File: config.mk
export PLATFORM = sky130hd
export DESIGN_NAME = tec_param_core
export DESIGN_NICKNAME = d
export VERILOG_FILES = /design/src/tec_param_core.v
export VERILOG_INCLUDE_DIRS = /design/src /design/src/src
export SDC_FILE = /design/constraint.sdc
export NUM_CORES = 1
export LEC_CHECK = 0
export BUFFER_PORTS_ARGS = -buffer_cell sky130_fd_sc_hd__buf_2
export CAP_MARGIN = 20
export CORE_ASPECT_RATIO = 1.5
export CORE_MARGIN = 8
export CORE_UTILIZATION = 52
export DETAILED_ROUTE_END_ITERATION = 6
export HOLD_SLACK_MARGIN = 0.02
export PLACE_DENSITY = 0.8
export SLEW_MARGIN = 20
export SYNTH_ARGS = -nofsm -noshare
export SYNTH_HDL_FRONTEND = slang
export SYNTH_SLANG_ARGS = --single-unit
File: constraint.sdc
create_clock -name clk -period 84.5 [get_ports clk]
set_input_delay 16.9 -clock clk [delete_from_list [all_inputs] [get_ports clk]]
set_output_delay 16.9 -clock clk [all_outputs]
set_load 0.02 [all_outputs]
File: src/tec_param_map.vh
// Parameter numbers, command codes, limits and timing for the TEC block
`ifndef TEC_PARAM_MAP_VH
`define TEC_PARAM_MAP_VH

// Parameter numbers
`define P_FREQ          16'h0100
`define P_FREQ_MIN      16'h0101
`define P_FREQ_MAX      16'h0102
`define P_DUR           16'h0200
`define P_DUR_MIN       16'h0201
`define P_DUR_MAX       16'h0202
`define P_LINK_OPTIONS  16'h0704
`define P_LOCK_STATUS   16'h0800
`define P_TEC_CUR_MEAS  16'h0A16
`define P_TEC_CUR_LIM   16'h0A17
`define P_TEC_VOLT_MEAS 16'h0A18
`define P_TEC_STATE     16'h0A1A
`define P_TEC_CAL       16'h0A1E
`define P_THERM_BETA    16'h0A1F

// Command type characters and framing bytes
`define CH_SET          8'h50
`define CH_GET          8'h4A
`define CH_ANSWER       8'h4B
`define CH_ERROR        8'h45
`define CH_SPACE        8'h20
`define CH_CR           8'h0D
`define CH_LF           8'h0A
`define ERR_UNKNOWN     16'h0001

// State control codes
`define ST_START        16'h0008
`define ST_STOP         16'h0010
`define ST_SRC_INT_BIT  5
`define ST_SRC_EXT_BIT  6
`define ST_EN_EXT_BIT   9
`define ST_EN_INT_BIT   10

// Link option write codes
`define LK_CS_ON        16'h0002
`define LK_CS_OFF       16'h0004
`define LK_ECHO_ON      16'h0008
`define LK_ECHO_OFF     16'h0010
`define LK_RATE_2400    16'h0100
`define LK_RATE_9600    16'h0120
`define LK_RATE_10417   16'h0140
`define LK_RATE_57600   16'h0180
`define LK_RATE_115200  16'h01A0
`define LK_TEXT         16'h0200
`define LK_BINARY       16'h0400
`define RATE_DEFAULT    3'h5

// Limits and reset values
`define CAL_RESET       16'h2710
`define CAL_MIN         16'h251C
`define CAL_MAX         16'h2904
`define FREQ_MIN_V      16'h0000
`define FREQ_MAX_V      16'h2710
`define CUR_LIM_MAX     16'h0050
`define CUR_LIM_RESET   16'h0020
`define BETA_MIN        16'h0BB8
`define BETA_MAX        16'h1388
`define BETA_RESET      16'h0F8C

// Timing: pulse rules in ms, parameter units of 0.1 ms and 0.1 Hz
`define DUR_MIN_MS      2
`define DUR_CAP_MS      5000
`define UNITS_PER_MS    10
`define PERIOD_NUM      100000
`define SAVE_MS         300
`define CLK_HZ          25000000

`endif

File: src/tec_param_core.v
// Parameter access, state control and link options of the TEC block
`timescale 1ns/1ps
`include "tec_param_map.vh"

module tec_param_core
#(
   parameter SAVE_CYCLES = `SAVE_MS * (`CLK_HZ / 1000)
)
(
   input  wire        clk,
   input  wire        sys_rst,
   input  wire        cmd_valid,
   output wire        cmd_ready,
   input  wire [7:0]  cmd_type,
   input  wire [15:0] cmd_param,
   input  wire [15:0] cmd_value,
   output wire        tx_valid,
   input  wire        tx_ready,
   output reg  [7:0]  tx_data,
   input  wire [15:0] tec_current_in,
   input  wire [15:0] tec_voltage_in,
   input  wire        overtemp_warn_pin,
   input  wire        overtemp_prot_pin,
   output reg         tec_started,
   output reg         setpoint_internal,
   output reg         enable_internal,
   output wire        continuous_output,
   output wire        long_pulse_output,
   output reg  [15:0] freq_value,
   output reg  [15:0] duration_value,
   output reg  [15:0] tec_current_limit,
   output reg  [15:0] tec_calibration,
   output reg  [15:0] thermistor_beta,
   output wire [15:0] serial_link_options,
   output reg  [2:0]  baud_sel,
   output wire        binary_mode,
   output wire        checksum_on,
   output reg         save_start,
   output wire        save_busy
);

   // Response engine states
   localparam S_IDLE = 1'b0;
   localparam S_SEND = 1'b1;

   localparam [15:0] DUR_MIN =
      `DUR_MIN_MS * `UNITS_PER_MS;
   localparam [16:0] DUR_CAP =
      `DUR_CAP_MS * `UNITS_PER_MS;
   localparam [31:0] SAVE_END  = SAVE_CYCLES - 1;

   // Clamp a value into [lo, hi]
   function [15:0] clamp;
      input [15:0] v;
      input [15:0] lo;
      input [15:0] hi;
      begin
         if (v < lo)
            clamp = lo;
         else if (v > hi)
            clamp = hi;
         else
            clamp = v;
      end
   endfunction

   // Longest duration for a frequency, 0.1 ms units
   function [15:0] dur_limit;
      input [15:0] f;
      reg   [16:0] per;
      begin
         per = DUR_CAP + DUR_MIN;
         if (f != 16'h0000)
            per = 17'd100000 / {1'b0, f};
         if (per <= {1'b0, DUR_MIN} + {1'b0, DUR_MIN})
            dur_limit = DUR_MIN;
         else if (per - {1'b0, DUR_MIN} > DUR_CAP)
            dur_limit = DUR_CAP[15:0];
         else
            dur_limit = per[15:0] - DUR_MIN;
      end
   endfunction

   // ASCII hex digit of a nibble
   function [7:0] hex;
      input [3:0] n;
      begin
         if (n < 4'hA)
            hex = 8'h30 + {4'h0, n};
         else
            hex = 8'h37 + {4'h0, n};
      end
   endfunction

   // CRC-8 CCITT, polynomial 07h, one byte
   function [7:0] crc8;
      input [7:0] c;
      input [7:0] d;
      integer     k;
      reg   [7:0] r;
      begin
         r = c ^ d;
         for (k = 0; k < 8; k = k + 1)
            r = r[7] ? ((r << 1) ^ 8'h07) : (r << 1);
         crc8 = r;
      end
   endfunction

   // Byte i of an answer frame
   function [7:0] frame_byte;
      input       bin;
      input       err;
      input [15:0] p;
      input [15:0] v;
      input [3:0]  i;
      input [7:0]  c;
      begin
         frame_byte = `CH_LF;
         if (bin)
            case (i)
               4'h0: frame_byte = err ? `CH_ERROR : `CH_ANSWER;
               4'h1: frame_byte = p[15:8];
               4'h2: frame_byte = p[7:0];
               4'h3: frame_byte = v[15:8];
               4'h4: frame_byte = v[7:0];
               4'h5: frame_byte = `CH_CR;
               4'h6: frame_byte = c;
               default: frame_byte = `CH_LF;
            endcase
         else if (err)
            case (i)
               4'h0: frame_byte = `CH_ERROR;
               4'h1: frame_byte = hex(p[15:12]);
               4'h2: frame_byte = hex(p[11:8]);
               4'h3: frame_byte = hex(p[7:4]);
               4'h4: frame_byte = hex(p[3:0]);
               4'h5: frame_byte = `CH_CR;
               4'h6: frame_byte = hex(c[7:4]);
               4'h7: frame_byte = hex(c[3:0]);
               default: frame_byte = `CH_LF;
            endcase
         else
            case (i)
               4'h0: frame_byte = `CH_ANSWER;
               4'h1: frame_byte = hex(p[15:12]);
               4'h2: frame_byte = hex(p[11:8]);
               4'h3: frame_byte = hex(p[7:4]);
               4'h4: frame_byte = hex(p[3:0]);
               4'h5: frame_byte = `CH_SPACE;
               4'h6: frame_byte = hex(v[15:12]);
               4'h7: frame_byte = hex(v[11:8]);
               4'h8: frame_byte = hex(v[7:4]);
               4'h9: frame_byte = hex(v[3:0]);
               4'hA: frame_byte = `CH_CR;
               4'hB: frame_byte = hex(c[7:4]);
               4'hC: frame_byte = hex(c[3:0]);
               default: frame_byte = `CH_LF;
            endcase
      end
   endfunction

   reg        cs_stored;
   reg        echo_stored;
   reg        bin_mode;
   reg [2:0]  rate_pending;
   reg        last_was_start;
   reg [22:0] save_cnt;
   reg        saving;
   reg        state;
   reg        rsp_err;
   reg        rsp_set;
   reg        rsp_bin;
   reg [15:0] rsp_param;
   reg [15:0] rsp_val;
   reg [3:0]  idx;
   reg [3:0]  last_idx;
   reg [3:0]  body_len;
   reg [7:0]  crc;
   reg [2:0]  warn_sync;
   reg [2:0]  prot_sync;
   reg        warn_lvl;
   reg        prot_lvl;
   reg [15:0] rd_val;
   reg [15:0] next_val;
   reg        next_known;
   wire       take;
   wire       is_set;
   wire       is_get;
   wire       answer;
   wire [15:0] dur_max;
   wire [15:0] state_word;
   wire [15:0] lock_word;
   wire [7:0]  crc_next;
   wire [15:0] rd_sel;

   assign take = cmd_valid && cmd_ready;
   assign is_set = (cmd_type == `CH_SET);
   assign is_get = (cmd_type == `CH_GET);
   assign cmd_ready = (state == S_IDLE) && !saving;
   assign save_busy = saving;
   assign tx_valid = (state == S_SEND);
   assign binary_mode = bin_mode;
   assign checksum_on = cs_stored || bin_mode;
   assign dur_max = dur_limit(freq_value);
   assign continuous_output = (freq_value == 16'h0000);
   assign long_pulse_output = !continuous_output;
   assign state_word = {11'h000, enable_internal, 1'b0,
                        setpoint_internal, tec_started, 1'b1};
   // Both flags together mark the protection state
   assign lock_word = {11'h000, warn_lvl || prot_lvl, prot_lvl,
                       3'h0};
   // Bit 0 always one: the extended options are supported
   assign serial_link_options = {9'h000, bin_mode, baud_sel,
                                 echo_stored, cs_stored,
                                 1'b1};
   // Echo is forced on in binary; a silent set needs no answer
   assign answer = !is_set || echo_stored || bin_mode;
   assign crc_next = (idx < body_len) ? crc8(crc, tx_data) : crc;
   // While answering, the mux rereads the answered parameter
   assign rd_sel = (state == S_IDLE) ? cmd_param : rsp_param;

   // Pin inputs pass three flops; a change counts when 2 and 3 agree
   always @(posedge clk)
   begin
      if (sys_rst)
      begin
         warn_sync <= 3'h0;
         prot_sync <= 3'h0;
         warn_lvl  <= 1'b0;
         prot_lvl  <= 1'b0;
      end
      else
      begin
         warn_sync <= {warn_sync[1:0], overtemp_warn_pin};
         prot_sync <= {prot_sync[1:0], overtemp_prot_pin};
         if (warn_sync[1] == warn_sync[2])
            warn_lvl <= warn_sync[2];
         if (prot_sync[1] == prot_sync[2])
            prot_lvl <= prot_sync[2];
      end
   end

   // Read mux; unknown parameters answer with number and value zero
   always @*
   begin
      rd_val = 16'h0000;
      next_known = 1'b1;
      case (rd_sel)
         `P_FREQ:          rd_val = freq_value;
         `P_FREQ_MIN:      rd_val = `FREQ_MIN_V;
         `P_FREQ_MAX:      rd_val = `FREQ_MAX_V;
         `P_DUR:           rd_val = duration_value;
         `P_DUR_MIN:       rd_val = DUR_MIN;
         `P_DUR_MAX:       rd_val = dur_max;
         `P_LINK_OPTIONS:  rd_val = serial_link_options;
         `P_LOCK_STATUS:   rd_val = lock_word;
         `P_TEC_CUR_MEAS:  rd_val = tec_current_in;
         `P_TEC_CUR_LIM:   rd_val = tec_current_limit;
         `P_TEC_VOLT_MEAS: rd_val = tec_voltage_in;
         `P_TEC_STATE:     rd_val = state_word;
         `P_TEC_CAL:       rd_val = tec_calibration;
         `P_THERM_BETA:    rd_val = thermistor_beta;
         default:          next_known = 1'b0;
      endcase
      next_val = rd_val;
   end

   // Parameter writes with clamping and side effects
   always @(posedge clk)
   begin
      if (sys_rst)
      begin
         freq_value        <= `FREQ_MIN_V;
         duration_value    <= DUR_MIN;
         tec_current_limit <= `CUR_LIM_RESET;
         tec_calibration   <= `CAL_RESET;
         thermistor_beta   <= `BETA_RESET;
         tec_started       <= 1'b0;
         setpoint_internal <= 1'b1;
         enable_internal   <= 1'b1;
         cs_stored         <= 1'b0;
         echo_stored       <= 1'b0;
         bin_mode          <= 1'b0;
         rate_pending      <= `RATE_DEFAULT;
         last_was_start    <= 1'b0;
      end
      else
      begin
         // Duration follows the limit of the current frequency
         if (duration_value > dur_max)
            duration_value <= dur_max;
         if (take)
            last_was_start <= 1'b0;
         if (take && is_set)
            case (cmd_param)
               `P_FREQ:
                  freq_value <= clamp(cmd_value, `FREQ_MIN_V,
                                      `FREQ_MAX_V);
               `P_DUR:
                  duration_value <= clamp(cmd_value, DUR_MIN,
                                          dur_max);
               `P_TEC_CUR_LIM:
                  tec_current_limit <= clamp(cmd_value, 16'h0000,
                                             `CUR_LIM_MAX);
               `P_TEC_CAL:
                  tec_calibration <= clamp(cmd_value, `CAL_MIN,
                                           `CAL_MAX);
               `P_THERM_BETA:
                  thermistor_beta <= clamp(cmd_value, `BETA_MIN,
                                           `BETA_MAX);
               `P_TEC_STATE:
               begin
                  // Start only when enable is internal
                  if (cmd_value == `ST_START)
                  begin
                     tec_started <= enable_internal;
                     last_was_start <= enable_internal;
                  end
                  else
                     tec_started <= 1'b0;
                  if (cmd_value[`ST_SRC_INT_BIT])
                     setpoint_internal <= 1'b1;
                  if (cmd_value[`ST_SRC_EXT_BIT])
                     setpoint_internal <= 1'b0;
                  if (cmd_value[`ST_EN_INT_BIT])
                     enable_internal <= 1'b1;
                  if (cmd_value[`ST_EN_EXT_BIT])
                     enable_internal <= 1'b0;
               end
               `P_LINK_OPTIONS:
                  case (cmd_value)
                     `LK_CS_ON:   if (!bin_mode) cs_stored <= 1'b1;
                     `LK_CS_OFF:  if (!bin_mode) cs_stored <= 1'b0;
                     `LK_ECHO_ON: if (!bin_mode) echo_stored <= 1'b1;
                     `LK_ECHO_OFF:
                        if (!bin_mode)
                           echo_stored <= 1'b0;
                     `LK_RATE_2400:   rate_pending <= 3'h0;
                     `LK_RATE_9600:   rate_pending <= 3'h1;
                     `LK_RATE_10417:  rate_pending <= 3'h2;
                     `LK_RATE_57600:  rate_pending <= 3'h4;
                     `LK_RATE_115200: rate_pending <= 3'h5;
                     `LK_TEXT:   bin_mode <= 1'b0;
                     `LK_BINARY: bin_mode <= 1'b1;
                     default:    bin_mode <= bin_mode;
                  endcase
               default:
                  last_was_start <= 1'b0;
            endcase
      end
   end

   // Save timer: start then stop saves; input refused for 300 ms
   always @(posedge clk)
   begin
      if (sys_rst)
      begin
         saving     <= 1'b0;
         save_cnt   <= 23'h000000;
         save_start <= 1'b0;
      end
      else
      begin
         save_start <= 1'b0;
         if (take && is_set && cmd_param == `P_TEC_STATE &&
             cmd_value == `ST_STOP && last_was_start)
         begin
            saving     <= 1'b1;
            save_start <= 1'b1;
            save_cnt   <= 23'h000000;
         end
         else if (saving)
         begin
            if (save_cnt == SAVE_END[22:0])
               saving <= 1'b0;
            save_cnt <= save_cnt + 23'h000001;
         end
      end
   end

   // Answer framing; rate switches once the answer has left
   always @(posedge clk)
   begin
      if (sys_rst)
      begin
         state     <= S_IDLE;
         rsp_err   <= 1'b0;
         rsp_set   <= 1'b0;
         rsp_bin   <= 1'b0;
         rsp_param <= 16'h0000;
         rsp_val   <= 16'h0000;
         idx       <= 4'h0;
         last_idx  <= 4'h0;
         body_len  <= 4'h0;
         crc       <= 8'h00;
         tx_data   <= 8'h00;
         baud_sel  <= `RATE_DEFAULT;
      end
      else
         case (state)
            S_IDLE:
            begin
               if (!take || !answer)
                  baud_sel <= rate_pending;
               if (take && answer)
               begin
                  rsp_err   <= !(is_set || is_get);
                  rsp_set   <= is_set;
                  rsp_bin   <= bin_mode;
                  rsp_param <= (is_set || is_get) ?
                               (next_known ? cmd_param : 16'h0000) :
                               `ERR_UNKNOWN;
                  rsp_val   <= (is_set || is_get) ? next_val : 16'h0000;
                  idx       <= 4'h0;
                  crc       <= 8'h00;
                  state     <= S_SEND;
                  tx_data   <= bin_mode ? frame_byte(1'b1,
                               !(is_set || is_get), 16'h0000, 16'h0000,
                               4'h0, 8'h00) :
                               ((is_set || is_get) ? `CH_ANSWER :
                               `CH_ERROR);
                  if (bin_mode)
                  begin
                     body_len <= 4'h6;
                     last_idx <= 4'h7;
                  end
                  else if (!(is_set || is_get))
                  begin
                     body_len <= 4'h6;
                     last_idx <= cs_stored ? 4'h8 : 4'h5;
                  end
                  else
                  begin
                     body_len <= 4'hB;
                     last_idx <= cs_stored ? 4'hD : 4'hA;
                  end
               end
            end
            S_SEND:
            begin
               // Set answers carry the value after the write has landed
               if (rsp_set && idx == 4'h0)
                  rsp_val <= next_val;
               // Framing stays as it was when the command was taken
               if (tx_ready)
               begin
                  crc <= crc_next;
                  idx <= idx + 4'h1;
                  tx_data <= frame_byte(rsp_bin, rsp_err, rsp_param,
                                        rsp_val, idx + 4'h1, crc_next);
                  if (idx == last_idx)
                     state <= S_IDLE;
               end
            end
            default:
               state <= S_IDLE;
         endcase
   end

   // Set answers report the stored value, so they follow the clamp
   // one cycle late; rsp_val is refreshed after the write settles.
   // The tradeoff keeps the write path and the answer path apart.

endmodule // tec_param_core

; ---- After elaboration in Yosys (flattened, before gate mapping)
; Index checks and enable logic that the tools add are counted.
[op_classes]
add_sub_neg = 24
div = 1
n_lt_le_gt_ge = 23
n_eq_ne = 57
n_mux = 89
bitwise_logic = 10
reduce_logical = 48
[ops]
columns = operator, n
row1 = 2-to-1 mux 16 bit, 21
row2 = one-hot mux 16 bit (13 select lines), 1
row3 = "equality test 16 x 12 -> 1 bit, second input constant", 11
row4 = "equality test 16 x 9 -> 1 bit, second input constant", 9
row5 = "adder 6 x 4 -> 7 bit, first input constant", 20
row6 = one-hot mux 8 bit (13 select lines), 1
row7 = "equality test 16 x 10 -> 1 bit, second input constant", 5
row8 = 2-to-1 mux 7 bit, 10
row9 = 2-to-1 mux 8 bit, 7
row10 = one-hot mux 7 bit (8 select lines), 1
row11 = one-hot mux 8 bit (7 select lines), 1
row12 = "equality test 16 x 11 -> 1 bit, second input constant", 3
row13 = "< comparator 4 bit, second input constant", 10
row14 = 2-to-1 mux 4 bit, 9
row15 = "> comparator 16 x 14 -> 1 bit, second input constant", 2
row16 = > comparator 16 bit, 2
row17 = one-hot mux 16 bit (2 select lines), 1
row18 = one-hot mux 8 bit (2 select lines), 2
row19 = 2-to-1 mux 3 bit, 9
row20 = NOT 3 bit, 8
row21 = "adder 23 x 1 -> 23 bit, second input constant", 1
row22 = "equality test 23 bit, second input constant", 1
row23 = "equality test 4 bit, second input constant", 5
row24 = 2-to-1 mux 1 bit, 18
row25 = 45 further kinds, 94
[word_totals]
register_bits = 190
in_bits = 78
out_inout_bits = 118
word_cells = 284

; ---- Longest topological paths before layout
; Gate-level depths: netlist of run 1.
[depth]
ltp_word = 25
ltp_mapped = 156
ltp_nobuf = 147

; ---- Worst setup path after synthesis of run 1
; OpenSTA, ideal clock, no wires.
[synth_path]
kind = register to register
from = reg freq_value[12]
to = reg duration_value[1]
arrival_time_ns = 31.309
required_time_ns = 84.412
slack_ns = 53.104
stages_incl_launch_ff = 139
n_path_buf = 15
path_cell_list = dfxtp_1 > nor4_4 > and3_1 > nand3_1 > nor2_1 > nand2_1 > ha_1 > nor2_1 > a21oi_1 > or3_1 > ha_1 > a21o_1 > a2111oi_0 > o21ai_0 > a21o_1 > ha_1 > o21a_1 > o31a_1 > [103 not listed] > nand3_1 > a22o_1 > or4b_1 > a211oi_2 > buf_2 > nand3_1 > ha_1 > nor2b_1 > o21a_1 > o21a_1 > o21a_1 > o21ai_0 > a211oi_1 > o221ai_1 > and3_1 > clkbuf_1 > a22oi_1 > o31ai_1
[synth_between]
elab_chain_len = 11
word_cells_on_any_way = 16
classes_between = add/sub: 2 / div: 1 / order compare: 4 / mux: 8 / reduce/logical: 1
[synth_rtl]
columns = item, line
row1 = "start, declared", tec_param_core.v:29  ; output reg [15:0] freq_value,
row2 = "start signal, assigned", tec_param_core.v:273  ; freq_value <= `FREQ_MIN_V;
row3 = "start signal, assigned", tec_param_core.v:297  ; freq_value <= clamp(cmd_value, `FREQ_MIN_V,
row4 = divider 17 x 16 -> 17 bit / nonzero test 16 bit (equally long branches), "tec_param_core.v:74, tec_param_core.v:73"
row5 = 2-to-1 mux 17 bit (*), tec_param_core.v:73  ; if (f != 16'h0000)
row6 = subtractor 17 x 5 -> 17 bit, tec_param_core.v:77  ; else if (per - {1'b0, DUR_MIN} > DUR_CAP)
row7 = > comparator 17 x 16 -> 1 bit, tec_param_core.v:77
row8 = 2-to-1 mux 16 bit, tec_param_core.v:77
row9 = 2-to-1 mux 16 bit (*), tec_param_core.v:75  ; if (per <= {1'b0, DUR_MIN} + {1'b0, DUR_MIN})
row10 = > comparator 16 bit, tec_param_core.v:60  ; else if (v > hi)
row11 = 2-to-1 mux 16 bit, tec_param_core.v:60
row12 = 2-to-1 mux 16 bit, tec_param_core.v:58  ; if (v < lo)
row13 = 2-to-1 mux 16 bit, tec_param_core.v:295  ; case (cmd_param)
row14 = 2-to-1 mux 16 bit (*), tec_param_core.v:294  ; if (take && is_set)
row15 = "end signal, assigned", tec_param_core.v:291  ; duration_value <= dur_max;
row16 = "end signal, assigned", tec_param_core.v:300  ; duration_value <= clamp(cmd_value, DUR_MIN,
row17 = "end, declared", tec_param_core.v:30  ; output reg [15:0] duration_value,
; Every way passes the cells marked *; elsewhere a longest branch is shown, timed or not.
; A chain may end at the register's enable or synchronous reset.

; ---- Final worst setup path of run 1
[layout_path]
from = reg freq_value[14]
to = reg duration_value[4]
; Same word-level chain as after synthesis.

==> flow_summary_export.csv, run 1 <==
group,metric,value,unit
outcome,status,"finished with violations",
outcome,violations,"design-rule violations",
worst_setup_path,worst-setup-path-type,"register to register",
detailed_routing,viasPerCell,6.77,
global_route,grt_pass1_wl,136000,um
timing,fmax,26.6,MHz
yosys,synth-edff-count,0,
timing,fin_crit_sh,44.5,%
cells_and_area,final_cell_mix,"nor2_1, nand2_1, a21oi_1",
worst_setup_path,max_stage_delay,900,ps
global_route,grt_util_all_layers,38.3,%
yosys,yosys-top-cells-area,"dfxtp_1, ha_1, a21oi_1",
floorplanning,rows,89,
timing,relSlewSlack,18.1,%
clock_tree,cts_hold_buf,0,
worst_setup_path,worstSetupStartpointType,"register",
yosys,avgSynthCellArea,7.22,um^2
clock_tree,cts_root_buf,"clkbuf_16",
worst_setup_path,cp-end-kind,"register",
worst_setup_path,cp.required,84850,ps
pwr,irDropWorstVdd,0.0170,mV
clock_tree,post_cts_resized,0,
timing,setup_viol,0,
pwr,p_per_area,8.97,nW/um^2
clock_tree,clock_latency,460,ps
detailed_routing,drtIter0Drc,2376,
timing,skew,12.0,ps
timing,drv_slew,0,
detailed_routing,wl_per_cell,26.4,um
cells_and_area,final_cells,3487,
cells_and_area,fin_area,22600,um^2
timing,setup_slack,46930,ps
global_route,grt_pass1_vias,23000,
global_route,grt_start_max_net_pins,62,
yosys,synth_top_area_share,18.2,%
timing,setup_tns,0,ps
cells_and_area,utilization,57.4,%
global_route,antenna_found_initial,4,
worst_setup_path,crit_fanout,24,
placement,dp.cells,3453,
yosys,ys_seq_area_share,18.2,%
worst_setup_path,critPathSlowestCell,"nor4_2",
placement,dpl.hpwl,73100,um
yosys,synth_cells,2868,
job,maxCapViolCount,0,
detailed_routing,route.detailed.drc,4,
yosys,synth_warnings,0,
timing,rsz0062_at_grt,"no",
yosys,yosysTopAreaCell,"dfxtp_1",
clock_tree,clk_pin_slew,80,ps
yosys,ys_seq_elements,188,
yosys,synthFlopType,"dfxtp_1",
cells_and_area,syn_to_final_growth,9.01,%
placement,place_area,22000,um^2
placement,dpl_worst_slack,47360,ps
placement,io_buffers,185,
global_route,grt_overflow,0,
worst_setup_path,cpMostUsedCell,"ha_1",
timing,max_slew.worst_pin.slew,1210,ps
cells_and_area,layout_commonest_cell,"nor2_1",
yosys,syn_area,20700,um^2
timing,finalCriticalPeriod,37570,ps
cells_and_area,drive_gt1_share,12.1,%
floorplanning,dieHeight,260,um
detailed_routing,dr.pass1.iters,7,
clock_tree,numCtsBuffers,17,
clock_tree,post_cts_buffers,0,
yosys,ys_types,95,
clock_tree,cts_tree,"done",
placement,gp_congestion,1.07,
worst_setup_path,cp.arrival,37920,ps
yosys,async_flop_share,0,%
detailed_routing,vias,23600,
min_path,hold_path_class,"register to register",
floorplanning,core_area,39300,um^2
floorplanning,die_w,179,um
detailed_routing,ant_nets,0,
timing,hold_viol,0,
clock_tree,htree_num_levels,4,
clock_tree,max-clock-path-buffers,2,
cells_and_area,layout.nets,3240,
detailed_routing,finalWirelength,92100,um
floorplanning,ioPinCount,196,
pwr,leakage,9.01,nW
floorplanning,start_util,52.6,%
floorplanning,die_area,46600,um^2
clock_tree,clkSinkCount,188,
power breakdown:
| part | switching, mW | internal (mW) |
|---|---|---|
| clock | 0.0399 | 0.0405 |
| combinational | 0.0210 | 0.0102 |
| sequential | 0.00118 | 0.0895 |
logic make-up (layout without fill, tap and decap cells):
logic type      count (synthesis)  after routing  synth area share, %
compound gates                901            901                 29.0
xor+xnor                      163            163                 7.04
fa+ha+maj                     190            190                 11.5
buf+inv                       253            362                 4.96
flops                         188            188                 18.2
mux                            74             74                 3.83
other cells                     2             12               0.0363
simple gates                 1097           1097                 25.5
per-stage QoR:
step                      total power [mW]  hold WS [ps]
after global routing                 0.208           468
after global placement               0.122           429
after CTS                            0.202           456
final                                0.202           452
after detailed placement             0.123           441
after floorplan                      0.111           414
routing by layer:
metal / global-route usage, % / routed length (um) / vias to the layer above
li1: - / - / 10800
met1: 36.8 / 30100 / 11000
met2: 65.9 / 44200 / 1310
met3: 7.26 / 6590 / 531
met4: 39.6 / 11200 / 4
met5: 0 / 28 / -
critical path, delay by kind of cell, from the launching register on:
family | cells | cell delay, ps
compound gates | 59 | 15670
flops | 1 | 430
simple gates | 37 | 11710
buf+inv | 5 | 1130
mux | 7 | 2780
fa+ha+maj | 17 | 5670
state kept, by name, indices dropped and copies added, names as in the netlist, 3 cells and up:
| register | cells |
|---|---|
| rsp_param | 16 |
| freq_value | 16 |
| warn_sync | 3 |
| idx | 4 |
| rate_pending | 3 |
| thermistor_beta | 16 |
| tec_current_limit | 16 |
| tec_calibration | 16 |
| duration_value | 16 |
| rsp_val | 16 |
| prot_sync | 3 |
| last_idx | 3 |
| baud_sel | 3 |
| tx_data | 8 |
| save_cnt | 23 |
| body_len | 3 |
| crc | 8 |
final timing paths:
path	start	end	slack, ps	cells after the start
worst max-delay path	freq_value[14]$_SDFFE_PP0P_	duration_value[4]$_SDFF_PP1_	46930	125
worst min-delay path	warn_sync[0]$_SDFF_PP0_	warn_sync[1]$_SDFF_PP0_	450	1
worst max register to register	freq_value[14]$_SDFFE_PP0P_	duration_value[4]$_SDFF_PP1_	46930	125
worst min register to register	warn_sync[0]$_SDFF_PP0_	warn_sync[1]$_SDFF_PP0_	450	1
final cells by class:
type	instances	area [um^2]
clock inverters	13	119
multi-input cells	2435	16000
well taps	500	626
clock buffers	19	453
inverters	105	394
diodes	2	5.00
fillers	3837	16800
repair buffers	225	1230
flip-flops and latches	188	3760
Yosys cell counts (all sizes together) (41+ instances only):
master,n
a21o,62
a21oi,237
a221oi,42
a22oi,62
and3,49
clkbuf,119
dfxtp,188
ha,190
inv,104
mux2,42
nand2,290
nand3,102
nand4,41
nor2,304
nor3,91
o21a,48
o21ai,168
xnor2,109
xor2,52
(Power assumes the default switching activity.)
==> run 2: changes to the inputs <==
Clock period 84.5 ns to 37.6 ns, I/O delays scaled along.
==> run 2 against run 1 <==
  * The flow still finishes with violations (design-rule violations)
  * Maximum frequency increased by 4.2%
  * Combinational power rose by 120%
  * Global-route usage is essentially flat
  * Count of clock-buffer cells in the layout shrank 1
  * Wire length rose by 0.20%
  * Sequential share of layout area fell by 0.078 points
  * Final cell count grew 0.14%
  * Total power grew 130%
  * Critical path type unchanged
  * Largest cell class unchanged
  * Largest power group unchanged
==> flow_summary_export.csv, run 2 (synthesis gave the netlist of run 1 again) <==
group,metric,value,unit
pwr,leakage,9.05,nW
detailed_routing,route.detailed.drc,9,
cells_and_area,drive_gt1_share,12.6,%
detailed_routing,finalWirelength,92300,um
placement,place_area,22000,um^2
global_route,antenna_found_initial,5,
worst_setup_path,worstSetupStartpointType,"register",
timing,fmax,27.7,MHz
worst_setup_path,cp.arrival,36390,ps
outcome,violations,"design-rule violations",
clock_tree,cts_root_buf,"clkbuf_16",
timing,drv_slew,0,
clock_tree,max-clock-path-buffers,2,
clock_tree,clk_pin_slew,80,ps
detailed_routing,drtIter0Drc,2381,
cells_and_area,layout.nets,3245,
cells_and_area,fillCellCount,3832,
pwr,pwr-share-clk,40.4,%
floorplanning,ioPinCount,196,
outcome,status,"finished with violations",
cells_and_area,layout_commonest_cell,"nor2_1",
cells_and_area,syn_to_final_growth,9.56,%
min_path,hold_path_class,"register to register",
floorplanning,dieHeight,260,um
timing,fin_crit_sh,95.9,%
detailed_routing,dr.pass1.iters,7,
timing,max_slew.worst_pin.slew,1250,ps
worst_setup_path,crit_fanout,24,
floorplanning,core_area,39300,um^2
floorplanning,rows,89,
worst_setup_path,rr_startpoint,"freq_value[4]$_SDFFE_PP0P_",
global_route,grt_pass1_wl,137000,um
timing,rsz0062_at_grt,"no",
placement,dpl_worst_slack,233,ps
pwr,p_switching,0.140,mW
clock_tree,clkSinkCount,188,
global_route,grt_util_all_layers,38.3,%
clock_tree,numCtsBuffers,17,
detailed_routing,wl_per_cell,26.4,um
global_route,grt_overflow,0,
clock_tree,clock_latency,460,ps
timing,setup_tns,0,ps
pwr,irDropWorstVdd,0.0342,mV
timing,hold_viol,0,
cells_and_area,final_cell_mix,"nor2_1, nand2_1, a21oi_1",
detailed_routing,viasPerCell,6.80,
min_path,min_from,"prot_sync[0]$_SDFF_PP0_",
placement,io_buffers,185,
detailed_routing,ant_nets,0,
timing,setup_viol,0,
global_route,grt_pass1_vias,23300,
job,maxCapViolCount,0,
timing,relSlewSlack,16.3,%
floorplanning,die_w,179,um
cells_and_area,fin_area,22700,um^2
pwr,power,0.458,mW
pwr,pwr-share-comb,15.2,%
placement,gp_congestion,1.08,
pwr,p_sw_share,30.6,%
cells_and_area,largest_reg_flops,23,
global_route,grt_start_max_net_pins,65,
clock_tree,htree_num_levels,4,
clock_tree,cts_hold_buf,0,
worst_setup_path,max_stage_delay,770,ps
worst_setup_path,cpMostUsedCell,"ha_1",
cells_and_area,regMostFlops,"save_cnt",
floorplanning,die_area,46600,um^2
worst_setup_path,critPathSlowestCell,"nor4_1",
worst_setup_path,worst-setup-path-type,"register to register",
floorplanning,start_util,52.6,%
pwr,seq_power_share,44.4,%
pwr,p_per_area,20.2,nW/um^2
clock_tree,cts_tree,"done",
worst_setup_path,cp.required,37950,ps
placement,dpl.hpwl,72700,um
detailed_routing,vias,23700,
timing,finalCriticalPeriod,36040,ps
pwr,power.internal,0.318,mW
timing,skew,11.4,ps
worst_setup_path,critPathLaunch,"freq_value[4]$_SDFFE_PP0P_",
timing,setup_slack,1560,ps
worst_setup_path,cp-end-kind,"register",
worst_setup_path,reg2reg_setup_slack,1560,ps
==> run 2: cell count changes in the layout (fill, tap and decap cells not counted), sizes merged <==
| cell | change |
|---|---|
| diode | +1 |
| bufinv | +1 |
| clkinvlp | +1 |
| clkbuf | -1 |
| clkinv | +1 |
| buf | +5 |
| inv | -3 |
==> run 2: repair_timing <==
item                       in CTS  in global routing
resized for setup               0                 20
setup endpoints to repair       0                 23
buffers inserted                0                  4
==> run 2: critical path, delay by kind of cell, from the launching register on <==
family | cells | cell delay, ps
AO/OA/AOI/OAI | 57 | 15890
AND/OR/NAND/NOR | 39 | 9140
adder cells (fa/ha/maj) | 17 | 6060
multiplexers | 8 | 3000
buffers and inverters | 6 | 1370
flip-flops | 1 | 410
==> run 2: layout make-up <==
class / count / area [um^2] / area share [%]
Multi-Input combinational cell: 2435 / 16000 / 70.7
Clock buffer: 18 / 429 / 1.89
Tap cell: 500 / 626 / 2.76
Clock inverter: 13 / 156 / 0.690
Timing Repair Buffer: 230 / 1270 / 5.58
Antenna cell: 3 / 7.51 / 0.0331
Sequential cell: 188 / 3770 / 16.6
Inverter: 105 / 398 / 1.75
==> run 2: metal layers <==
layer	GRT usage [%]	share of wire (%)	vias to the layer above
li1	-	-	10800
met1	36.3	33	11100
met2	66.6	48	1293
met3	8.16	7.4	549
met4	37.9	12	4
met5	0	0.038	-
==> run 2: final timing paths <==
path / to / depth (start not counted)
setup / recovery: duration_value[4]$_SDFF_PP1_ / 127
hold / removal: prot_sync[1]$_SDFF_PP0_ / 1
setup reg to reg: duration_value[4]$_SDFF_PP1_ / 127
hold reg to reg: prot_sync[1]$_SDFF_PP0_ / 1
==> run 2: power by group through the flow <==
| stage | Clock [mW] | Sequential (mW) | Combinational [mW] |
|---|---|---|---|
| after detailed placement | 0 | 0.208 | 0.0670 |
| after floorplan | 0 | 0.209 | 0.0417 |
| final | 0.185 | 0.204 | 0.0695 |
| after CTS | 0.186 | 0.204 | 0.0673 |
| after global routing | 0.192 | 0.204 | 0.0735 |
| after global placement | 0 | 0.208 | 0.0660 |
==> run 2: stage by stage <==
| stage | instances | hold slack, ps | utilization (%) |
|---|---|---|---|
| 6_report | 3492 | 437 | 57.7 |
| 5_1_grt | 3491 | 453 | 57.7 |
| 4_1_cts | 3485 | 442 | 57.4 |
| 3_5_place_dp | 3454 | 427 | 55.9 |
| 3_3_place_gp | 3454 | 420 | 55.9 |
| 2_1_floorplan | 2876 | 414 | - |
